### config.mk
export PLATFORM = sky130hd
export DESIGN_NAME = pws_sequencer
export DESIGN_NICKNAME = d
export VERILOG_FILES = /design/src/pws_pkg.sv /design/src/pws_sequencer.sv
export SDC_FILE = /design/constraint.sdc
export NUM_CORES = 1
export LEC_CHECK = 0
export BUFFER_PORTS_ARGS = -buffer_cell sky130_fd_sc_hd__buf_2
export CAP_MARGIN = 20
export CORE_MARGIN = 2
export CORE_UTILIZATION = 33
export CTS_CLUSTER_SIZE = 14
export DETAILED_ROUTE_END_ITERATION = 8
export GPL_TIMING_DRIVEN = 0
export SETUP_SLACK_MARGIN = 0.4
export SLEW_MARGIN = 20
export SYNTH_ARGS = -nofsm -noshare
export SYNTH_HDL_FRONTEND = slang
export SYNTH_SLANG_ARGS = --single-unit
### constraint.sdc
create_clock -name clk -period 2.1 [get_ports clk]
set_clock_uncertainty 0.1 [all_clocks]
set_input_delay 0 -clock clk [delete_from_list [all_inputs] [get_ports clk]]
set_output_delay 0 -clock clk [all_outputs]
set_load 0.1 [all_outputs]
### src/pws_pkg.sv
`default_nettype none
package pws_pkg;

    // ------------------------------------------------------------------
    // Clock and timing
    // ------------------------------------------------------------------
    localparam int unsigned CLK_PERIOD_NS     = 8;
    localparam int unsigned DEBOUNCE_MS       = 50;
    // Least debounce time, rounded up to whole cycles
    localparam int unsigned DEBOUNCE_CYCLES_DEF =
        (DEBOUNCE_MS * 1000000 + CLK_PERIOD_NS - 1) / CLK_PERIOD_NS;
    localparam int unsigned DEB_W             = 24;
    localparam int unsigned PD_DELAY_CYCLES   = 32;
    localparam int unsigned WAKE_DELAY_CYCLES = 512;
    localparam int unsigned POR_CYCLES        = 16;
    localparam int unsigned DLY_W             = 10;
    localparam int unsigned POR_W             = 5;

    // ------------------------------------------------------------------
    // Bus and register map (index, byte address = 4 * index)
    // ------------------------------------------------------------------
    localparam int unsigned ADDR_W            = 32;
    localparam int unsigned DATA_W            = 32;
    localparam int unsigned IDX_W             = 16;
    localparam logic [IDX_W-1:0] MISC0_IDX    = 16'hFFF1;
    localparam logic [IDX_W-1:0] EXTIRQ5_IDX  = 16'hFF94;
    localparam logic [IDX_W-1:0] CARDCTL_IDX  = 16'hFFE0;
    localparam logic [IDX_W-1:0] STATUS_IDX   = 16'hFFE1;
    localparam logic              HRESP_OKAY  = 1'b0;

    // ------------------------------------------------------------------
    // Field positions and reset values
    // ------------------------------------------------------------------
    localparam int unsigned MISC0_PDCMD_BIT   = 7;
    localparam int unsigned MISC0_PGATE_BIT   = 0;
    localparam int unsigned EXTIRQ5_WAKE_BIT  = 7;
    localparam int unsigned CARDCTL_OFFACK_BIT = 0;
    localparam int unsigned ST_STATE_LSB      = 0;
    localparam int unsigned ST_SUPPLY_LSB     = 3;
    localparam int unsigned ST_SHREQ_BIT      = 5;
    localparam int unsigned ST_BUS_BIT        = 6;
    localparam int unsigned ST_SWON_BIT       = 7;
    localparam logic [7:0]  MISC0_RST         = 8'h00;
    localparam logic [7:0]  EXTIRQ5_RST       = 8'h00;
    localparam logic [7:0]  CARDCTL_RST       = 8'h00;

    // ------------------------------------------------------------------
    // Types
    // ------------------------------------------------------------------
    typedef enum logic [2:0] {
        PWS_OFF        = 3'b000,
        PWS_ON         = 3'b001,
        PWS_CARD_DEACT = 3'b010,
        PWS_PD_DELAY   = 3'b011,
        PWS_STANDBY    = 3'b100,
        PWS_WAKE       = 3'b101
    } pws_state_e;

    typedef enum logic [1:0] {
        PWS_SUP_NONE = 2'b00,
        PWS_SUP_BUS  = 2'b01,
        PWS_SUP_BAT  = 2'b10
    } pws_supply_e;

endpackage
`default_nettype wire

### src/pws_sequencer.sv
`timescale 1ns/100ps
`default_nettype none
module pws_sequencer #(
    parameter int unsigned DEBOUNCE_CYCLES = pws_pkg::DEBOUNCE_CYCLES_DEF
) (
    input  wire logic                         clk,
    input  wire logic                         rst_n,
    input  wire logic                         onOffSwitchN,
    input  wire logic                         busSupplyPin,
    input  wire logic                         batterySupplyPin,
    input  wire logic                         cardSupplyReq,
    input  wire logic                         cardIdle,
    input  wire logic                         irqUserPins,
    input  wire logic                         irqSmartCard,
    input  wire logic                         irqKeypad,
    input  wire logic                         hsel,
    input  wire logic [pws_pkg::ADDR_W-1:0]   haddr,
    input  wire logic [1:0]                   htrans,
    input  wire logic                         hwrite,
    input  wire logic [2:0]                   hsize,
    input  wire logic [pws_pkg::DATA_W-1:0]   hwdata,
    input  wire logic                         hready,
    output logic                              hreadyout,
    output logic                              hresp,
    output logic [pws_pkg::DATA_W-1:0]        hrdata,
    output logic                              busSwitchOn,
    output logic                              batterySwitchOn,
    output logic                              converterEnable,
    output logic                              converterBypass,
    output logic                              logicSupplyEnable,
    output logic                              digitalResetN,
    output logic                              shutdownRequest,
    output logic                              cardDeactivate,
    output logic                              analogEnable,
    output logic                              clockSubsysEnable,
    output logic                              cpuClockGate,
    output logic                              periphClockGate,
    output logic                              extIrq0
);
    import pws_pkg::*;

    // ------------------------------------------------------------------
    // Derived counts
    // ------------------------------------------------------------------
    localparam logic [DEB_W-1:0] DEB_LAST = DEB_W'(DEBOUNCE_CYCLES - 1);
    localparam logic [DEB_W-1:0] DEB_MAX  = DEB_W'(DEBOUNCE_CYCLES);
    localparam logic [DLY_W-1:0] PD_LAST  = DLY_W'(PD_DELAY_CYCLES - 1);
    localparam logic [DLY_W-1:0] WK_LAST  = DLY_W'(WAKE_DELAY_CYCLES - 1);
    localparam logic [POR_W-1:0] POR_LOAD = POR_W'(POR_CYCLES);

    // ------------------------------------------------------------------
    // Whole state of the block
    // ------------------------------------------------------------------
    typedef struct packed {
        logic              swSync1;
        logic              swSync2;
        logic              busSync1;
        logic              busSync2;
        logic              batSync1;
        logic              batSync2;
        logic [DEB_W-1:0]  debCount;
        pws_state_e        state;
        pws_supply_e       supplySel;
        logic              switchOn;
        logic              shutdownReq;
        logic [POR_W-1:0]  porCount;
        logic [DLY_W-1:0]  delayCount;
        logic              wakeRouteEnable;
        logic              powerDownCmd;
        logic              periphGateBit;
        logic              offAckBit;
        logic              wakeLatched;
        logic              wrPending;
        logic [IDX_W-1:0]  wrIndex;
        logic              wrMapped;
        logic              rdWait;
        logic [IDX_W-1:0]  rdIndex;
        logic              rdMapped;
        logic [DATA_W-1:0] rdData;
        logic              busOn;
        logic              batOn;
        logic              convOn;
        logic              bypassOn;
        logic              logicOn;
        logic              resetRel;
        logic              cardDeact;
        logic              analogOn;
        logic              clocksOn;
        logic              cpuGate;
        logic              perGate;
        logic              irqOut;
    } pws_regs_s;

    pws_regs_s stateReg;
    pws_regs_s stateNext;

    // ------------------------------------------------------------------
    // Address decode helpers
    // ------------------------------------------------------------------
    // Word aligned, inside the index window and on one of the four registers
    function automatic logic addrMapped(input logic [ADDR_W-1:0] a);
        logic [IDX_W-1:0] idx;
        idx = a[IDX_W+1:2];
        addrMapped = (a[ADDR_W-1:IDX_W+2] == '0) && (a[1:0] == 2'b00) &&
                     (idx == MISC0_IDX || idx == EXTIRQ5_IDX ||
                      idx == CARDCTL_IDX || idx == STATUS_IDX);
    endfunction

    function automatic logic [IDX_W-1:0] addrIndex(
        input logic [ADDR_W-1:0] a);
        addrIndex = a[IDX_W+1:2];
    endfunction

    // ------------------------------------------------------------------
    // Next-state logic
    // ------------------------------------------------------------------
    logic        busPresent;
    logic        batPresent;
    logic        pressEvent;
    logic        addrTaken;
    logic        wrEvent;
    logic        pdWrite;
    logic        offAckWrite;
    logic        wakeAny;
    logic        enterOn;
    pws_supply_e supplyWant;

    always_comb begin
        stateNext = stateReg;
        pdWrite = 1'b0;
        offAckWrite = 1'b0;
        enterOn = 1'b0;

        // Two-stage synchronisers for the pins
        stateNext.swSync1  = onOffSwitchN;
        stateNext.swSync2  = stateReg.swSync1;
        stateNext.busSync1 = busSupplyPin;
        stateNext.busSync2 = stateReg.busSync1;
        stateNext.batSync1 = batterySupplyPin;
        stateNext.batSync2 = stateReg.batSync1;
        busPresent = stateReg.busSync2;
        batPresent = stateReg.batSync2;

        // Debounce on the free-running clock; one event per hold
        pressEvent = !stateReg.swSync2 && (stateReg.debCount == DEB_LAST);
        if (stateReg.swSync2) begin
            stateNext.debCount = '0;
        end else if (stateReg.debCount != DEB_MAX) begin
            stateNext.debCount = stateReg.debCount + DEB_W'(1);
        end

        // Break-before-make source selection, bus first
        supplyWant = busPresent ? PWS_SUP_BUS :
                     (batPresent ? PWS_SUP_BAT : PWS_SUP_NONE);
        if (stateReg.supplySel != supplyWant) begin
            stateNext.supplySel = (stateReg.supplySel == PWS_SUP_NONE) ?
                                  supplyWant : PWS_SUP_NONE;
        end

        // Register writes land in the data phase
        wrEvent = stateReg.wrPending && stateReg.wrMapped;
        if (wrEvent) begin
            unique case (stateReg.wrIndex)
                MISC0_IDX: begin
                    // Power-down command bit
                    pdWrite = hwdata[MISC0_PDCMD_BIT];
                    stateNext.powerDownCmd = hwdata[MISC0_PDCMD_BIT];
                    stateNext.periphGateBit = hwdata[MISC0_PGATE_BIT];
                end
                EXTIRQ5_IDX: begin
                    stateNext.wakeRouteEnable =
                        hwdata[EXTIRQ5_WAKE_BIT];
                end
                CARDCTL_IDX: begin
                    offAckWrite = hwdata[CARDCTL_OFFACK_BIT];
                    stateNext.offAckBit = hwdata[CARDCTL_OFFACK_BIT];
                end
                default: begin
                end
            endcase
        end

        // Read of the wake routing register clears the enable
        if (stateReg.rdWait && stateReg.rdMapped &&
            stateReg.rdIndex == EXTIRQ5_IDX) begin
            stateNext.wakeRouteEnable = 1'b0;
        end

        // Wake sources 0, 4 and 5 ORed and held until taken
        wakeAny = irqUserPins || irqSmartCard || irqKeypad;
        if (stateReg.state == PWS_STANDBY && stateReg.wakeRouteEnable &&
            wakeAny) begin
            stateNext.wakeLatched = 1'b1;
        end

        // Shutdown request: set on ON press, bus overrides switch
        if (stateReg.state != PWS_OFF && pressEvent && !busPresent) begin
            stateNext.shutdownReq = 1'b1;
        end

        stateNext.irqOut = 1'b0;
        if (stateReg.porCount != '0) begin
            stateNext.porCount = stateReg.porCount - POR_W'(1);
        end

        // Power state machine
        unique case (stateReg.state)
            PWS_OFF: begin
                // Bus forces ON; otherwise only the switch acts,
                // a switch tied low turns on once powered
                if (busPresent || pressEvent) begin
                    enterOn = 1'b1;
                    stateNext.switchOn = pressEvent && !busPresent;
                end
            end
            PWS_ON: begin
                if (offAckWrite && !busPresent) begin
                    // Acknowledge, requested or not
                    stateNext.state = PWS_CARD_DEACT;
                end else if (pdWrite) begin
                    stateNext.state = PWS_PD_DELAY;
                    stateNext.delayCount = '0;
                end
                if (offAckWrite && busPresent) begin
                    stateNext.offAckBit = 1'b0;  // Ignored while bus powers
                end
            end
            PWS_CARD_DEACT: begin
                // Card shut down before the supplies go
                if (busPresent) begin
                    stateNext.state = PWS_ON;
                    stateNext.offAckBit = 1'b0;
                end else if (cardIdle) begin
                    stateNext.state = PWS_OFF;
                    stateNext.switchOn = 1'b0;
                end
            end
            PWS_PD_DELAY: begin
                // Grace time for the core to stop itself
                stateNext.delayCount = stateReg.delayCount + DLY_W'(1);
                if (stateReg.delayCount == PD_LAST) begin
                    if (busPresent || stateReg.switchOn) begin
                        stateNext.state = PWS_STANDBY;
                        stateNext.wakeLatched = 1'b0;
                    end else begin
                        stateNext.state = PWS_OFF;
                        stateNext.switchOn = 1'b0;
                    end
                end
            end
            PWS_STANDBY: begin
                // Any routed wake restores power and clocks
                if (stateReg.wakeLatched) begin
                    stateNext.state = PWS_WAKE;
                    stateNext.delayCount = '0;
                end
            end
            PWS_WAKE: begin
                // Settling count before the interrupt shows
                stateNext.delayCount = stateReg.delayCount + DLY_W'(1);
                if (stateReg.delayCount == WK_LAST) begin
                    stateNext.state = PWS_ON;
                    stateNext.irqOut = 1'b1;
                    stateNext.powerDownCmd = 1'b0;
                    stateNext.wakeLatched = 1'b0;
                end
            end
            default: begin
                stateNext.state = PWS_OFF;
            end
        endcase

        // Turn-on: logic supply up under a power-on reset, which alone
        // clears the request; it also loads the software register resets
        if (enterOn) begin
            stateNext.state = PWS_ON;
            stateNext.porCount = POR_LOAD;
            stateNext.shutdownReq = 1'b0;
            stateNext.powerDownCmd = MISC0_RST[MISC0_PDCMD_BIT];
            stateNext.periphGateBit = MISC0_RST[MISC0_PGATE_BIT];
            stateNext.wakeRouteEnable = EXTIRQ5_RST[EXTIRQ5_WAKE_BIT];
            stateNext.offAckBit = CARDCTL_RST[CARDCTL_OFFACK_BIT];
            stateNext.wakeLatched = 1'b0;
        end

        // Bus slave: writes zero-wait, reads one wait state so the data
        // reflects any write finished just before
        addrTaken = hsel && htrans[1] && hready;
        stateNext.wrPending = addrTaken && hwrite;
        stateNext.wrIndex = addrIndex(haddr);
        stateNext.wrMapped = addrMapped(haddr);
        stateNext.rdWait = addrTaken && !hwrite;
        if (addrTaken && !hwrite) begin
            stateNext.rdIndex = addrIndex(haddr);
            stateNext.rdMapped = addrMapped(haddr);
        end
        if (stateReg.rdWait) begin
            stateNext.rdData = '0;
            if (stateReg.rdMapped) begin
                unique case (stateReg.rdIndex)
                    MISC0_IDX: begin
                        stateNext.rdData[MISC0_PDCMD_BIT] =
                            stateReg.powerDownCmd;
                        stateNext.rdData[MISC0_PGATE_BIT] =
                            stateReg.periphGateBit;
                    end
                    EXTIRQ5_IDX: begin
                        stateNext.rdData[EXTIRQ5_WAKE_BIT] =
                            stateReg.wakeRouteEnable;
                    end
                    CARDCTL_IDX: begin
                        stateNext.rdData[CARDCTL_OFFACK_BIT] =
                            stateReg.offAckBit;
                    end
                    STATUS_IDX: begin
                        stateNext.rdData[ST_STATE_LSB+:3] = stateReg.state;
                        stateNext.rdData[ST_SUPPLY_LSB+:2] =
                            stateReg.supplySel;
                        stateNext.rdData[ST_SHREQ_BIT] = stateReg.shutdownReq;
                        stateNext.rdData[ST_BUS_BIT] = busPresent;
                        stateNext.rdData[ST_SWON_BIT] = stateReg.switchOn;
                    end
                    default: begin
                    end
                endcase
            end
        end

        // Registered controls decoded from the next state
        stateNext.busOn = (stateNext.supplySel == PWS_SUP_BUS);
        stateNext.batOn = (stateNext.supplySel == PWS_SUP_BAT);
        stateNext.convOn = (stateNext.state != PWS_OFF);
        stateNext.logicOn = (stateNext.state != PWS_OFF);
        stateNext.bypassOn = stateNext.convOn && stateNext.busOn &&
                             !cardSupplyReq;
        stateNext.resetRel = stateNext.logicOn &&
                             (stateNext.porCount == '0);
        stateNext.cardDeact = (stateNext.state == PWS_CARD_DEACT);
        // Analog, clocks and core all halt in standby
        stateNext.analogOn = stateNext.logicOn &&
                             (stateNext.state != PWS_STANDBY);
        stateNext.clocksOn = stateNext.analogOn;
        stateNext.cpuGate = (stateNext.state == PWS_STANDBY) ||
                            (stateNext.state == PWS_WAKE);
        // The command overrides the individual gate bit
        stateNext.perGate = stateNext.powerDownCmd ? stateNext.cpuGate :
                            stateNext.periphGateBit;
    end

    // ------------------------------------------------------------------
    // State register; reset stands for supply application
    // ------------------------------------------------------------------
    always_ff @(posedge clk or negedge rst_n) begin
        if (!rst_n) begin
            stateReg <= '{
                swSync1: 1'b1, swSync2: 1'b1,
                busSync1: 1'b0, busSync2: 1'b0,
                batSync1: 1'b0, batSync2: 1'b0,
                state: PWS_OFF, supplySel: PWS_SUP_NONE,
                default: '0
            };
        end else begin
            stateReg <= stateNext;
        end
    end

    // ------------------------------------------------------------------
    // Outputs
    // ------------------------------------------------------------------
    // Wait state only while a read is being fetched
    assign hreadyout         = !stateReg.rdWait;
    assign hresp             = HRESP_OKAY;
    assign hrdata            = stateReg.rdData;
    assign busSwitchOn       = stateReg.busOn;
    assign batterySwitchOn   = stateReg.batOn;
    assign converterEnable   = stateReg.convOn;
    assign converterBypass   = stateReg.bypassOn;
    assign logicSupplyEnable = stateReg.logicOn;
    assign digitalResetN     = stateReg.resetRel;
    assign shutdownRequest   = stateReg.shutdownReq;
    assign cardDeactivate    = stateReg.cardDeact;
    assign analogEnable      = stateReg.analogOn;
    assign clockSubsysEnable = stateReg.clocksOn;
    assign cpuClockGate      = stateReg.cpuGate;
    assign periphClockGate   = stateReg.perGate;
    assign extIrq0           = stateReg.irqOut;

    // hsize is always a word here; nothing depends on it
    logic hsizeUnused;
    assign hsizeUnused = ^hsize;

endmodule
`default_nettype wire

After elaboration in Yosys (flattened, before gate mapping)
Cells that the tools add are included.
- bits in latches: 0
- output and inout bits: 47
- register bits: 111
- ROM bits: 0
- memory bits (writable): 0
- logic and storage cells: 183
- memories: 0
- eq/ne operators: 35
- multipliers: 0
- order comparisons: 0
- multiplexer cells: 58
- divide/modulo/power cells: 0
- reductions and logical operators: 52
- shifts and indexed selects: 0
- add/subtract/negate cells: 3
- bitwise logic cells: 0
- operators with widths (cell ; number):
    $eq A16 B16 Y1 const B ; 11
    $mux W24 ; 2
    $mux W10 ; 3
    $pmux W10 S3 ; 1
    $mux W3 ; 9
    $mux W1 ; 26
    $add A24 B1 Y24 const B ; 1
    $eq A24 B23 Y1 const B ; 1
    $ne A24 B23 Y1 const B ; 1
    $logic_and A1 B1 Y1 ; 21
    $pmux W3 S6 ; 1
    $reduce_bool A3 Y1 ; 6
    $ne A2 B2 Y1 const B ; 8
    $logic_not A14 Y1 ; 1
    $eq A3 B3 Y1 const B ; 4
    $mux W6 ; 2
    $add A10 B1 Y10 const B ; 1
    $eq A10 B5 Y1 const B ; 1
    $eq A10 B9 Y1 const B ; 1
    $mux W2 ; 5
    $mux W5 ; 2
    $eq A3 B2 Y1 const B ; 3
    $pmux W1 S3 ; 3
    $logic_or A1 B1 Y1 ; 8
    other kinds (19) ; 26

Longest topological paths before layout
- word-level depth: 10
- mapped depth: 8
- depth with buffers taken out: 7

Least setup slack after synthesis
No wires, ideal clock.
- kind: flip-flop to flip-flop
- from: reg stateReg[95] (netlist name)
- to: reg stateReg, in the netlist digitalResetN
- data arrival time: 1.864 ns
- stages on the path, launching flop included: 8
- library setup time: 0.077 ns
- slack: 0.058 ns
- clock period less this slack: 2.042 ns
- cell sequence: dfrtp_1 > inv_1 > ha_1 > or3b_2 > nor2_1 > a22oi_1 > a221o_1 > a21oi_1
- RTL lines (element ; line ; text):
    start, declared ; pws_sequencer.sv:94 ; pws_regs_s stateReg;
    start signal, assigned ; pws_sequencer.sv:355 ; stateReg <= '{
    start signal, assigned ; pws_sequencer.sv:363 ; stateReg <= stateNext;

==> results.md <==
- Result of the run: complete, but fails checks
- Failing checks: setup timing
- Initial antenna violation count: 0
- Die H: 129.3 um
- Ratio of cells with drive above 1 in the final layout: 41.74%
- Leakage: 3.514 nW
- Peak supply drop: 392.4 uV
- Worst R2R Path Depth: 7
- DRT Pass-1 Iters: 4
- Seq/Total Area, Yosys: 53.65%
- Die area: 16,720 sq um
- Area contributors post-synth: dfrtp_1 53%, buf_4 5.1%, mux2_2 3.7%
- Vias per inst: 4.870
- CTS buffer count: 9
- Overall routed net length: 13,360 um
- R2r startpoint: stateReg[92]
- CP Data Arrival Time: 2320 ps
- Synth unique cells: 68
- CTS Sinks: 111
- Dpl hpwl: 8334 um
- Top-count cell post-synth: dfrtp_1
- Slew headroom: 59.88%
- Root buffer cell: clkbuf_16
- Period Utilization, post-route: 104.1%
- CP Launch Type: flip-flop
- Layout area overhead: 48.77%
- Drt wl/cell: 15.02 um
- Vias in the first global route: 4,348
- H-tree depth: 3
- Hold Crit Class: input port to async pin
- Clock Path Buffers: 2
- First-pass GRT wire length: 21,480 um
- Clk_lat worst skew: 360 ps
- Number of diodes: 0
- EDFF count, synth: 0
- Nature of the critical path endpoint: flip-flop
- Cell Area, Synth: 5182 sq um
- I/O Buffers: 69
- Mapped Cells: 477
- Flop2flop setup slack: -90 ps
- Synth Flop Type: dfrtp_1
- Vias: 4,329
- Mean Syn Cell Area: 10.86 sq um
- Critical path class: flip-flop to flip-flop
- Worst-path fanout max: 3
- Worst path required time: 2230 ps
- GRT Util Overall: 16.43%
- Final setup fails: 5
- RePlAce Congestion: 0.8101
- Final nets: 759
- Total grt overflow: 0
- Slew @ Worst Pin: 601.7 ps
- Die width: 129.3 um
- Reg clk slew, reported paths: 80 ps
- Area leader, netlist: dfrtp_1
- Rows: 45
- CTS tree: yes
- Synth cell count leaders: 109 x dfrtp_1, 44 x nor2_1, 35 x buf_4
- Peak Freq: 457.3 MHz
- Placeable core region: 15,260 sq um
- Final Cell Area: 7710 sq um
- Starting Density: 33.96%
- Worst slack, placed: -132.7 ps
- Yosys warns: 0
- Final worst slack: -86.66 ps
- IO Pins: 129
- Top cell type's share of synthesized area: 52.63%
- Post-synth ARST share: 100.0%
- Max-slew violation count: 0
- Antenna-violating nets left: 0
- Drt drc: 0
- Pwr per Cell Area: 605.7 nW/um^2
- Area after DPL: 6032 sq um
- RSZ-0062 raised after global routing: yes
- FF-to-FF End: converterBypass
- FF+latch count, synth: 111
- Max-Cap Viols: 0
- Period minus WS final: 2187 ps
- Largest net degree at the start of global routing: 61
- Critical Path End: converterBypass
- Final hold vios: 0
- Fillcell total: 1,321
- Critical Path Start: stateReg[92]
- Starting DRT DRC Count: 217
-- per-stage QoR --
stage / cells / setup TNS, ps / power (mW) / hold WS, ps / utilization [%]
final: 889 / -251.8 / 4.670 / 43.54 / 50.53
after CTS: 872 / -120.2 / 4.682 / 66.26 / 48.46
after floorplan: 501 / 0 / 2.720 / -395.6 / -
after global placement: 781 / -38000 / 2.857 / 8.754 / 39.31
after detailed placement: 782 / -1521 / 2.882 / -118.0 / 39.53
after global routing: 889 / -820.0 / 4.851 / 76.47 / 50.53
-- cells in the final DEF (no fill, tap or decap), types with 5 or more instances in the layout --
master	n
xnor2_1	15
dfrtp_1	107
inv_1	16
buf_8	5
buf_6	12
mux2i_1	7
nor3_1	8
nand2b_1	5
clkbuf_2	5
buf_2	69
clkbuf_16	9
nand3_4	5
nor4_4	5
nor2_1	37
xor2_1	6
nand2_1	20
nand4_1	10
conb_1	25
o21ai_0	10
a22o_1	8
mux2_2	17
a21oi_2	5
a21oi_1	8
buf_4	66
nor3_4	10
dlygate4sd3_1	42
nand3_1	12
nand4b_1	5
-- repair_timing --
item	4_1_cts	5_1_grt
endpoints found under the hold margin	149	0
buffers inserted	30	16
hold buffers	42	0
cloned	2	1
gates resized for setup	72	43
pin swaps	35	41
setup endpoints to repair	56	55
-- cell families after synthesis --
family,Yosys count,share of synthesized area [%]
AOI/OAI and AO/OA,72,10.38
xor gates and xnor gates,22,3.718
adders and majority gates,4,0.9658
buffers and inverters,67,7.436
DFF,111,53.65
muxes,24,5.046
other,1,0.07236
and+or+nand+nor,176,18.74
-- worst min-delay path by stage --
stage | end | slack, ps
floorplan | batPresent | -400
global placement | stateNext[135] | 9
detailed placement | stateReg[126] | -120
CTS | stateReg[126] | 70
global route | stateReg[129] | 80
finish | stateReg[126] | 40
-- metal layers --
layer / up-vias / GRT usage [%] / wire length [um]
li1: 2052 / - / -
met5: - / 0 / 0
met1: 2139 / 21.09 / 5723
met3: 21 / 2.808 / 622
met4: 0 / 8.184 / 323
met2: 117 / 26.93 / 6687
-- worst max-delay path: stages, from the launching register on --
cell and delay (ps):
dfrtp_2 400, or4_4 550, buf_6 140, nor4_4 200, o32ai_2 150, a2111oi_2 250, buf_4 200, a2111oi_4 60
-- sequential cells by signal (all words and copies together) (netlist names) --
register           count
stateReg              87
hrdata                 8
stateNext              3
batPresent             1
batterySwitchOn        1
busPresent             1
busSwitchOn            1
cardDeactivate         1
clockSubsysEnable      1
converterBypass        1
cpuClockGate           1
digitalResetN          1
extIrq0                1
logicSupplyEnable      1
periphClockGate        1
shutdownRequest        1
-- power by group --
| group | switching [mW] | total, mW | internal, mW |
|---|---|---|---|
| logic | 0.396 | 0.630 | 0.234 |
| clock network | 0.853 | 1.72 | 0.870 |
| registers | 0.0768 | 2.32 | 2.24 |
| total | 1.33 | 4.67 | 3.34 |
-- cell type report --
cell class                      count  area, sq um  area share (%)
Inverter                           18        68.82          0.8926
Clock buffer                       10        239.0           3.100
Buffer                             49        366.6           4.755
Clock inverter                      6        62.56          0.8114
Tap cell                          211        264.0           3.424
Sequential cell                   111         2783           36.09
Timing Repair Buffer              159         1254           16.26
Multi-Input combinational cell    325         2673           34.66
No activity file was read; power rests on OpenSTA's default activity.
